$ cat src/ptb_pkg.sv
// Constants, types and register map of the protection trip bypass logic
package ptb_pkg;

  localparam int unsigned NDIV  = 4;
  localparam int unsigned NLINE = 4;
  localparam int unsigned NSRNM = 3;

  // Plant mode selector positions
  typedef enum logic [1:0] {
    MODE_SHUTDOWN,
    MODE_REFUEL,
    MODE_STARTUP,
    MODE_RUN
  } ptb_mode_t;

  // Voted parameter indices per sensor division
  localparam int unsigned P_SIV = 0;
  localparam int unsigned P_BUS = 1;
  localparam int unsigned P_LVL = 2;
  localparam int unsigned P_CND = 3;
  localparam int unsigned P_CHG = 4;
  localparam int unsigned P_SRN = 5;
  localparam int unsigned P_OTH = 6;
  localparam int unsigned NPAR  = 7;
  localparam int unsigned NFLD  = 5;

  // Field trip input bits
  localparam int unsigned F_BUS = 0;
  localparam int unsigned F_LVL = 1;
  localparam int unsigned F_CND = 2;
  localparam int unsigned F_CHG = 3;
  localparam int unsigned F_OTH = 4;

  // Shutdown trip bypass delay
  localparam longint unsigned SD_DELAY_MS  = 64'd10000;
  localparam longint unsigned CLK_KHZ      = 64'd125000;
  localparam longint unsigned SD_DELAY_CYC = SD_DELAY_MS * CLK_KHZ;

  // Register byte addresses
  localparam logic [7:0] REG_CTRL  = 8'h00;
  localparam logic [7:0] REG_OPBYP = 8'h04;
  localparam logic [7:0] REG_ALARM = 8'h08;
  localparam logic [7:0] REG_TRIP  = 8'h0C;

  localparam logic [31:0] CTRL_RESET = 32'h0000_0000;

  // Operational bypass word fields
  localparam int unsigned OB_CHG  = 0;
  localparam int unsigned OB_SIV  = 4;
  localparam int unsigned OB_LINE = 8;
  localparam int unsigned OB_BUS  = 12;
  localparam int unsigned OB_SD   = 13;
  localparam int unsigned OB_SRN  = 14;
  localparam int unsigned OB_LVL  = 15;
  localparam int unsigned OB_CND  = 16;
  localparam int unsigned OB_ROD  = 17;

  // Alarm word fields
  localparam int unsigned AL_CHG  = 0;
  localparam int unsigned AL_SIV  = 1;
  localparam int unsigned AL_SD   = 2;
  localparam int unsigned AL_NC   = 3;
  localparam int unsigned AL_MNT  = 4;
  localparam int unsigned AL_SENS = 8;
  localparam int unsigned AL_DOS  = 12;

  // Trip word fields
  localparam int unsigned TR_DIV   = 0;
  localparam int unsigned TR_TLU   = 4;
  localparam int unsigned TR_SCRAM = 8;
  localparam int unsigned TR_MODE  = 9;

  localparam logic [1:0] RESP_OKAY   = 2'b00;
  localparam logic [1:0] RESP_SLVERR = 2'b10;

  typedef struct packed {
    logic [7:0]  awaddr;
    logic        awvalid;
    logic [31:0] wdata;
    logic [3:0]  wstrb;
    logic        wvalid;
    logic        bready;
    logic [7:0]  araddr;
    logic        arvalid;
    logic        rready;
  } ptb_axi_req_t;

  typedef struct packed {
    logic        awready;
    logic        wready;
    logic [1:0]  bresp;
    logic        bvalid;
    logic        arready;
    logic [31:0] rdata;
    logic [1:0]  rresp;
    logic        rvalid;
  } ptb_axi_rsp_t;

endpackage

$ cat src/ptb_trip_bypass.sv
// Bypass, interlock and voting logic of the four-division trip system
`timescale 1ns/1ns
module ptb_trip_bypass
  import ptb_pkg::*;
#(
  parameter int unsigned  N_DIV  = NDIV,
  parameter int unsigned  N_LINE = NLINE,
  parameter int unsigned  N_STARTUP_RANGE_MONITOR = NSRNM,
  parameter logic [31:0]  SD_CYC = SD_DELAY_CYC[31:0]
) (
  // Clock, reset, enable
  input  wire logic                              clk_i,
  input  wire logic                              rst_i,
  input  wire logic                              ce_i,
  // Register bus
  input  wire ptb_axi_req_t                      s_axi_req_i,
  output ptb_axi_rsp_t                           s_axi_rsp_o,
  // Mode selector and operator switches
  input  wire logic [1:0]                        mode_i,
  input  wire logic [N_DIV-1:0]                  chg_byp_sw_i,
  input  wire logic [N_LINE-1:0]                 line_byp_sw_i,
  input  wire logic [N_DIV-1:0]                  noncoinc_sw_i,
  input  wire logic [N_DIV-1:0]                  nc_disable_sw_i,
  input  wire logic [N_DIV-1:0]                  sens_byp_sw_i,
  input  wire logic                              sens_link_ok_i,
  input  wire logic [N_DIV-1:0]                  dos_byp_sw_i,
  input  wire logic                              dos_link_ok_i,
  // Field trip inputs per sensor division
  input  wire logic [N_DIV-1:0]                  press_low_i,
  input  wire logic [N_DIV-1:0][N_LINE-1:0]      siv_closed_i,
  input  wire logic [N_DIV-1:0][N_STARTUP_RANGE_MONITOR-1:0]      startup_range_monitor_trip_i,
  input  wire logic [N_DIV-1:0][NFLD-1:0]        field_trip_i,
  // Trip, alarm and indication outputs
  output logic [N_DIV-1:0]                       div_trip_o,
  output logic                                   scram_o,
  output logic                                   rod_block_en_o,
  output logic [31:0]                            opbyp_o,
  output logic [31:0]                            alarm_o
);

  // Mode and maintenance bypass state
  ptb_mode_t         mode_ff;
  logic [31:0]       sd_cnt_ff;
  logic [N_DIV-1:0]  sens_byp_ff;
  logic [N_DIV-1:0]  dos_byp_ff;
  logic [N_DIV-1:0]  nxt_sens_byp;
  logic [N_DIV-1:0]  nxt_dos_byp;
  logic [31:0]       ctrl_ff;

  // Derived bypass terms
  logic              not_run;
  logic              low_mode;
  logic              sd_byp;
  logic              sd_trip;
  logic [N_DIV-1:0]  chg_byp;
  logic [N_DIV-1:0]  siv_byp;
  logic [N_DIV-1:0]  nc_trip;
  logic [N_DIV-1:0]  tlu_trip;
  logic [N_DIV-1:0]  tlu_out;
  logic [NPAR-1:0]   par_vote;
  logic [NPAR-1:0]   par [N_DIV];
  logic [31:0]       nxt_opbyp;
  logic [31:0]       nxt_alarm;
  logic [31:0]       trip_word_ff;

  // True when two or more bits are set
  function automatic logic two_or_more(input logic [N_DIV-1:0] v);
    logic [N_DIV-1:0] rest;
    rest = v & (v - 1'b1);
    return |rest;
  endfunction

  // Joystick interlock: hold the chosen division while requested and link up; with none chosen, take lowest request
  function automatic logic [N_DIV-1:0] pick(input logic [N_DIV-1:0] req,
                                            input logic [N_DIV-1:0] cur,
                                            input logic             link);
    logic [N_DIV-1:0] res;
    res = '0;
    if (!link) begin
      res = '0;
    end else if (|cur) begin
      res = (|(cur & req)) ? cur : '0;
    end else begin
      res = req & (~req + 1'b1);
    end
    return res;
  endfunction

  // Mode selector sample
  always_ff @(posedge clk_i or posedge rst_i) begin
    if (rst_i) begin
      mode_ff <= MODE_SHUTDOWN;
    end else if (ce_i) begin
      mode_ff <= ptb_mode_t'(mode_i);
    end
  end

  assign not_run  = (mode_ff != MODE_RUN);
  assign low_mode = (mode_ff == MODE_SHUTDOWN) || (mode_ff == MODE_REFUEL);

  // Time in Shutdown; restarts on every entry
  always_ff @(posedge clk_i or posedge rst_i) begin
    if (rst_i) begin
      sd_cnt_ff <= 32'h0000_0000;
    end else if (ce_i) begin
      if (mode_ff != MODE_SHUTDOWN) begin
        sd_cnt_ff <= 32'h0000_0000;
      end else if (sd_cnt_ff < SD_CYC) begin
        sd_cnt_ff <= sd_cnt_ff + 32'h0000_0001;
      end
    end
  end

  assign sd_byp  = (mode_ff == MODE_SHUTDOWN) && (sd_cnt_ff >= SD_CYC);
  assign sd_trip = (mode_ff == MODE_SHUTDOWN) && !sd_byp;

  // Maintenance bypass interlocks
  assign nxt_sens_byp = pick(sens_byp_sw_i, sens_byp_ff, sens_link_ok_i);
  assign nxt_dos_byp  = pick(dos_byp_sw_i, dos_byp_ff, dos_link_ok_i);

  always_ff @(posedge clk_i or posedge rst_i) begin
    if (rst_i) begin
      sens_byp_ff <= '0;
    end else if (ce_i) begin
      sens_byp_ff <= nxt_sens_byp;
    end
  end

  always_ff @(posedge clk_i or posedge rst_i) begin
    if (rst_i) begin
      dos_byp_ff <= '0;
    end else if (ce_i) begin
      dos_byp_ff <= nxt_dos_byp;
    end
  end

  // Per-division parameter trips after operational bypasses
  genvar d;
  generate
    for (d = 0; d < N_DIV; d++) begin : g_div
      assign chg_byp[d] = chg_byp_sw_i[d] && low_mode;
      assign siv_byp[d] = not_run && press_low_i[d];
      always_comb begin
        par[d]        = '0;
        par[d][P_SIV] = |(siv_closed_i[d] & ~line_byp_sw_i) && !siv_byp[d];
        par[d][P_BUS] = field_trip_i[d][F_BUS] && !not_run;
        par[d][P_LVL] = field_trip_i[d][F_LVL] && !not_run;
        par[d][P_CND] = field_trip_i[d][F_CND] && !not_run;
        par[d][P_CHG] = field_trip_i[d][F_CHG] && !chg_byp[d];
        par[d][P_SRN] = (|startup_range_monitor_trip_i[d]) && not_run;
        par[d][P_OTH] = field_trip_i[d][F_OTH];
      end
      assign nc_trip[d] = noncoinc_sw_i[d] && not_run &&
                          !nc_disable_sw_i[d] &&
                          (|startup_range_monitor_trip_i[d]);
      assign tlu_trip[d] = (|par_vote) || nc_trip[d] || sd_trip;
      assign tlu_out[d]  = (tlu_trip[d] && !dos_byp_ff[d]) ||
                           ctrl_ff[d];
    end
  endgenerate

  // Voting per parameter, bypassed sensor division removed
  genvar p;
  generate
    for (p = 0; p < NPAR; p++) begin : g_par
      logic [N_DIV-1:0] col;
      always_comb begin
        col = '0;
        for (int s = 0; s < N_DIV; s++) begin
          col[s] = par[s][p] && !sens_byp_ff[s];
        end
      end
      assign par_vote[p] = two_or_more(col);
    end
  endgenerate

  // Indication and alarm words
  always_comb begin
    nxt_opbyp = '0;
    nxt_opbyp[OB_CHG +: N_DIV]   = chg_byp;
    nxt_opbyp[OB_SIV +: N_DIV]   = siv_byp;
    nxt_opbyp[OB_LINE +: N_LINE] = line_byp_sw_i;
    nxt_opbyp[OB_BUS]            = not_run;
    nxt_opbyp[OB_SD]             = sd_byp;
    nxt_opbyp[OB_SRN]            = !not_run;
    nxt_opbyp[OB_LVL]            = not_run;
    nxt_opbyp[OB_CND]            = not_run;
    nxt_opbyp[OB_ROD]            = not_run;
  end

  always_comb begin
    nxt_alarm = '0;
    nxt_alarm[AL_CHG] = (|chg_byp_sw_i) && !low_mode;
    nxt_alarm[AL_SIV] = |siv_byp;
    nxt_alarm[AL_SD]  = sd_byp;
    nxt_alarm[AL_NC]  = (|noncoinc_sw_i) && !not_run;
    nxt_alarm[AL_MNT] = (|sens_byp_ff) || (|dos_byp_ff);
    nxt_alarm[AL_SENS +: N_DIV] = sens_byp_ff;
    nxt_alarm[AL_DOS +: N_DIV]  = dos_byp_ff;
  end

  // Division trip outputs
  always_ff @(posedge clk_i or posedge rst_i) begin
    if (rst_i) begin
      div_trip_o <= '0;
      scram_o    <= 1'b0;
    end else if (ce_i) begin
      div_trip_o <= tlu_out;
      scram_o    <= two_or_more(tlu_out);
    end
  end

  // Indication and alarm outputs
  always_ff @(posedge clk_i or posedge rst_i) begin
    if (rst_i) begin
      rod_block_en_o <= 1'b0;
      opbyp_o        <= 32'h0000_0000;
      alarm_o        <= 32'h0000_0000;
    end else if (ce_i) begin
      rod_block_en_o <= not_run;
      opbyp_o        <= nxt_opbyp;
      alarm_o        <= nxt_alarm;
    end
  end

  // Trip status word for the register bus
  always_ff @(posedge clk_i or posedge rst_i) begin
    if (rst_i) begin
      trip_word_ff <= 32'h0000_0000;
    end else if (ce_i) begin
      trip_word_ff <= {21'h00_0000, mode_ff, two_or_more(tlu_out),
                       tlu_trip, tlu_out};
    end
  end

  // AXI4-Lite slave
  logic        aw_got_ff;
  logic        w_got_ff;
  logic [7:0]  waddr_ff;
  logic [31:0] wdata_ff;
  logic [3:0]  wstrb_ff;
  logic        bvalid_ff;
  logic [1:0]  bresp_ff;
  logic        rvalid_ff;
  logic [1:0]  rresp_ff;
  logic [31:0] rdata_ff;
  logic        aw_take;
  logic        w_take;
  logic        ar_take;
  logic        do_write;

  assign aw_take  = ce_i && s_axi_req_i.awvalid && !aw_got_ff && !bvalid_ff;
  assign w_take   = ce_i && s_axi_req_i.wvalid && !w_got_ff && !bvalid_ff;
  assign ar_take  = ce_i && s_axi_req_i.arvalid && !rvalid_ff;
  assign do_write = ce_i && aw_got_ff && w_got_ff && !bvalid_ff;

  always_ff @(posedge clk_i or posedge rst_i) begin
    if (rst_i) begin
      aw_got_ff <= 1'b0;
      w_got_ff  <= 1'b0;
      waddr_ff  <= 8'h00;
      wdata_ff  <= 32'h0000_0000;
      wstrb_ff  <= 4'h0;
    end else if (ce_i) begin
      if (aw_take) begin
        aw_got_ff <= 1'b1;
        waddr_ff  <= s_axi_req_i.awaddr;
      end else if (do_write) begin
        aw_got_ff <= 1'b0;
      end
      if (w_take) begin
        w_got_ff <= 1'b1;
        wdata_ff <= s_axi_req_i.wdata;
        wstrb_ff <= s_axi_req_i.wstrb;
      end else if (do_write) begin
        w_got_ff <= 1'b0;
      end
    end
  end

  // Control register: manual division trips
  always_ff @(posedge clk_i or posedge rst_i) begin
    if (rst_i) begin
      ctrl_ff <= CTRL_RESET;
    end else if (do_write && waddr_ff == REG_CTRL && wstrb_ff[0]) begin
      ctrl_ff <= {28'h000_0000, wdata_ff[3:0]};
    end
  end

  // Write response
  always_ff @(posedge clk_i or posedge rst_i) begin
    if (rst_i) begin
      bvalid_ff <= 1'b0;
      bresp_ff  <= RESP_OKAY;
    end else if (ce_i) begin
      if (do_write) begin
        bvalid_ff <= 1'b1;
        unique case (waddr_ff)
          REG_CTRL, REG_OPBYP, REG_ALARM, REG_TRIP: bresp_ff <= RESP_OKAY;
          default: bresp_ff <= RESP_SLVERR;
        endcase
      end else if (s_axi_req_i.bready) begin
        bvalid_ff <= 1'b0;
      end
    end
  end

  // Read data and response
  always_ff @(posedge clk_i or posedge rst_i) begin
    if (rst_i) begin
      rvalid_ff <= 1'b0;
      rresp_ff  <= RESP_OKAY;
      rdata_ff  <= 32'h0000_0000;
    end else if (ce_i) begin
      if (ar_take) begin
        rvalid_ff <= 1'b1;
        rresp_ff  <= RESP_OKAY;
        unique case (s_axi_req_i.araddr)
          REG_CTRL:  rdata_ff <= ctrl_ff;
          REG_OPBYP: rdata_ff <= opbyp_o;
          REG_ALARM: rdata_ff <= alarm_o;
          REG_TRIP:  rdata_ff <= trip_word_ff;
          default: begin
            rdata_ff <= 32'h0000_0000;
            rresp_ff <= RESP_SLVERR;
          end
        endcase
      end else if (s_axi_req_i.rready) begin
        rvalid_ff <= 1'b0;
      end
    end
  end

  always_comb begin
    s_axi_rsp_o         = '0;
    s_axi_rsp_o.awready = ce_i && !aw_got_ff && !bvalid_ff;
    s_axi_rsp_o.wready  = ce_i && !w_got_ff && !bvalid_ff;
    s_axi_rsp_o.bvalid  = bvalid_ff;
    s_axi_rsp_o.bresp   = bresp_ff;
    s_axi_rsp_o.arready = ce_i && !rvalid_ff;
    s_axi_rsp_o.rvalid  = rvalid_ff;
    s_axi_rsp_o.rresp   = rresp_ff;
    s_axi_rsp_o.rdata   = rdata_ff;
  end

endmodule

$ cat config.mk
export PLATFORM = sky130hd
export DESIGN_NAME = ptb_trip_bypass
export DESIGN_NICKNAME = d
export VERILOG_FILES = /design/src/ptb_pkg.sv /design/src/ptb_trip_bypass.sv
export SDC_FILE = /design/constraint.sdc
export NUM_CORES = 1
export LEC_CHECK = 0
export BUFFER_PORTS_ARGS = -buffer_cell sky130_fd_sc_hd__buf_2
export CAP_MARGIN = 20
export CORE_MARGIN = 2
export CORE_UTILIZATION = 34
export DETAILED_ROUTE_END_ITERATION = 12
export PLACE_DENSITY = 0.56
export SYNTH_ARGS = -nofsm -noshare
export SYNTH_HDL_FRONTEND = slang
export SYNTH_SLANG_ARGS = --single-unit
$ cat constraint.sdc
create_clock -name clk_i -period 5.1 [get_ports clk_i]
set_clock_uncertainty 0.05 [all_clocks]
set_input_delay 0.51 -clock clk_i [delete_from_list [all_inputs] [get_ports clk_i]]
set_output_delay 0.51 -clock clk_i [all_outputs]
set_load 0.02 [all_outputs]
==> impl_results.md <==
- Nets: 986
- DP Cell Count: 1088
- Post-DRT Antenna Nets: 0
- Fin util: 42.0%
- Drt via density: 4.89
- Largest net degree at the start of global routing: 79
- Area Overhead vs Synth: 21.8%
- GRT Util Overall: 17.3%
- Hold crit path type: in -> reg
- Mapped Avg Cell Area: 9.67 µm²
- Worst path slowest cell: a2111oi_2
- Clk sinks: 120
- Global-route wire length before repair: 27.5 mm
- Pleak: 3.75 nW
- Share of power burned in registers: 39.4%
- Detailed placement HPWL: 13.2 mm
- CP startpoint kind: flop
- Post-synth EDFFs: 0
- Die Height: 144 µm
- Vias: 5490
- RSZ-0062 raised after global routing: false
- Crit path buf inv count: 0
- Most frequent cells in the layout: 170 x buf_2, 120 x dfrtp_1, 72 x nor2_1, 49 x conb_1
- Seq cells post-synth: 120
- I/O Buffers: 170
- Mapped Cells: 689
- Cell family with most CP delay: compound AO/OA/AOI/OAI gates
- Final Setup Violations: 0
- CTS clk-pin slew, worst paths: 0.06 ns
- Net Sw Frac: 29.4%
- Die W: 144 µm
- Die area: 20700 µm²
- CTS tree: yes
- Unique masters post-synth: 64
- H-tree depth: 4
- Gr ovfl total: 0
- Data arrival, critical path: 3.25 ns
- Period utilization: 59.2%
- Pint: 2.06 mW
- Crit path max fanout: 14
- Share of flip-flops with an asynchronous set or reset: 100%
- Outcome: completed
- Net switching power: 0.854 mW
- Crit path time final: 3.02 ns
- Worst-Margin Slew: 0.972 ns
- Synthesized cell area: 6660 µm²
- Cell Pwr Density: 359 nW/µm²
- Core area: 19300 µm²
- Final setup TNS: 0 ns
- Final worst setup slack: 2.08 ns
- Critical Path RT: 5.34 ns
- First-pass DRT Iterations: 8
- Routed WL per cell: 15.6 µm
- Non-Filler Instances: 1123
- Share of cells above drive strength 1: 31.5%
- Commonest non-fill, non-tap cell in the layout: buf_2
- Worst slew margin: 34.6%
- Clk buf depth: 2
- Dpl ws: 2.09 ns
- Setup crit end kind: flop
- Gpl congestion: 0.825
- Main synth FF type: dfrtp_1
- Clk_lat worst skew: 0.42 ns
- DRC: 0
- VDD IR max: 237 µV
- Top Ports: 251
- Comb power frac: 17.5%
- WHS: 0.275 ns
- Post-synthesis sequential area ratio: 45.1%
- Slew Limit Fails: 0
- Synth warnings: 0
- PostCTS Resize Cnt: 0
- Clk pwr share: 43.0%
- Routed Wire Length: 17.5 mm
- Row count: 51
- Hold Vio Cnt, Final: 0
- Largest stage delay, worst path: 0.65 ns
- Initial core utilization: 34.4%
- Fmax: 331 MHz
- CTS buffer count: 17
- CTS root buf: clkbuf_16
- Max Cap Violations: 0
- CP cell instances: nand2_1 -> and2_1 -> o21bai_1 -> o22ai_1 -> a2111oi_2 -> a41oi_1 -> a211oi_1 -> o31ai_1
- Initial antenna violation count: 1
- Critical path class: reg -> reg
- Number of DRC markers in iteration 0: 449
- Vias in the first global route: 5039
-- worst reg2reg max path, stage by stage, from the launching register on --
cell       delay [ns]
dfrtp_1          0.54
nand2_1          0.44
and2_1           0.21
o21bai_1         0.15
o22ai_1          0.13
a2111oi_2        0.65
a41oi_1          0.30
a211oi_1         0.31
o31ai_1          0.10
-- synthesized netlist by cell type (10+ instances only) --
master / count / share of area [%]
nor3_1: 20 / 1.5
o31ai_1: 11 / 1.2
a22oi_1: 12 / 1.4
nand3_1: 15 / 1.1
buf_4: 65 / 7.3
a21oi_1: 23 / 1.7
o22ai_1: 10 / 0.94
clkbuf_1: 12 / 0.68
o21ai_0: 35 / 2.6
nand2_1: 45 / 2.5
nor2_1: 72 / 4.1
mux2_2: 45 / 7.6
xnor2_1: 17 / 2.2
or3_1: 12 / 1.1
inv_1: 42 / 2.4
dfrtp_1: 120 / 45
-- stage by stage --
step                      power (mW)  area [µm²]
after detailed placement        1.68        7460
after global routing            3.05        8110
final                           2.91        8110
after floorplan                 1.54        6840
after CTS                       2.94        8070
after global placement          1.67        7460
-- area by class of cell --
cell class              count  area [µm²]
clock inverters            14         185
multi-input cells         483        3060
clock buffers              18         429
well taps                 265         332
repair buffers            177         926
fillers                  1950       11200
flip-flops and latches    120        3000
diodes                      1        2.50
inverters                  45         171
-- power groups by stage --
stage               Sequential [mW]  Clock, mW  Combinational, mW
finish                         1.15       1.25              0.510
global route                   1.17       1.32              0.567
CTS                            1.15       1.28              0.513
detailed placement             1.16          0              0.511
global placement               1.16          0              0.506
floorplan                      1.17          0              0.370
-- sequential cells by signal (all words and copies together) (netlist names), 2 cells and up --
| signal | cells |
|---|---|
| alarm_o | 13 |
| ctrl_ff | 4 |
| div_trip_o | 3 |
| dos_byp_ff | 4 |
| mode_ff | 2 |
| opbyp_o | 14 |
| rdata_ff | 17 |
| sd_cnt_ff | 32 |
| sens_byp_ff | 4 |
| trip_word_ff | 8 |
| waddr_ff | 8 |
| wdata_ff | 4 |
-- final timing paths --
kind / depth (start not counted) / slack, ns / endpoint / from
max in group asynchronous: 5 / 3.35 / sd_cnt_ff[1] / rst_i
min in group asynchronous: 3 / 0.49 / waddr_ff[4] / rst_i
min: 2 / 0.27 / waddr_ff[5] / s_axi_req_i[54]
max reg2reg: 8 / 2.08 / trip_word_ff[8] / mode_ff[1]
min reg2reg: 2 / 0.42 / rdata_ff[12] / rdata_ff[12]
max: 8 / 2.08 / trip_word_ff[8] / mode_ff[1]
-- per-layer routing --
| layer | GRT usage, % | routed length, µm | up-vias |
|---|---|---|---|
| met1 | 25.3 | 8360 | 2653 |
| li1 | - | - | 2654 |
| met5 | 0 | 0 | - |
| met3 | 4.30 | 967 | 15 |
| met2 | 24.7 | 7990 | 168 |
| met4 | 5.68 | 214 | 0 |
-- logic make-up (layout without fill, tap and decap cells) --
kind of cell    after synthesis  in the layout  share of synthesized area, %
other cells                   1             50                        0.0563
mux                          52             52                          9.41
xor+xnor                     17             17                          2.24
fa+ha+maj                     3              3                         0.526
flops                       120            120                          45.1
compound gates              135            135                          14.0
buf+inv                     134            254                          11.6
simple gates                227            227                          17.0
-- timing repair --
item / 4_1_cts / 5_1_grt
setup buffers: 0 / 0
hold endpoints to repair: 0 / 9
hold buffers: 0 / 1
Note: power is estimated with default switching activity, not from simulation.
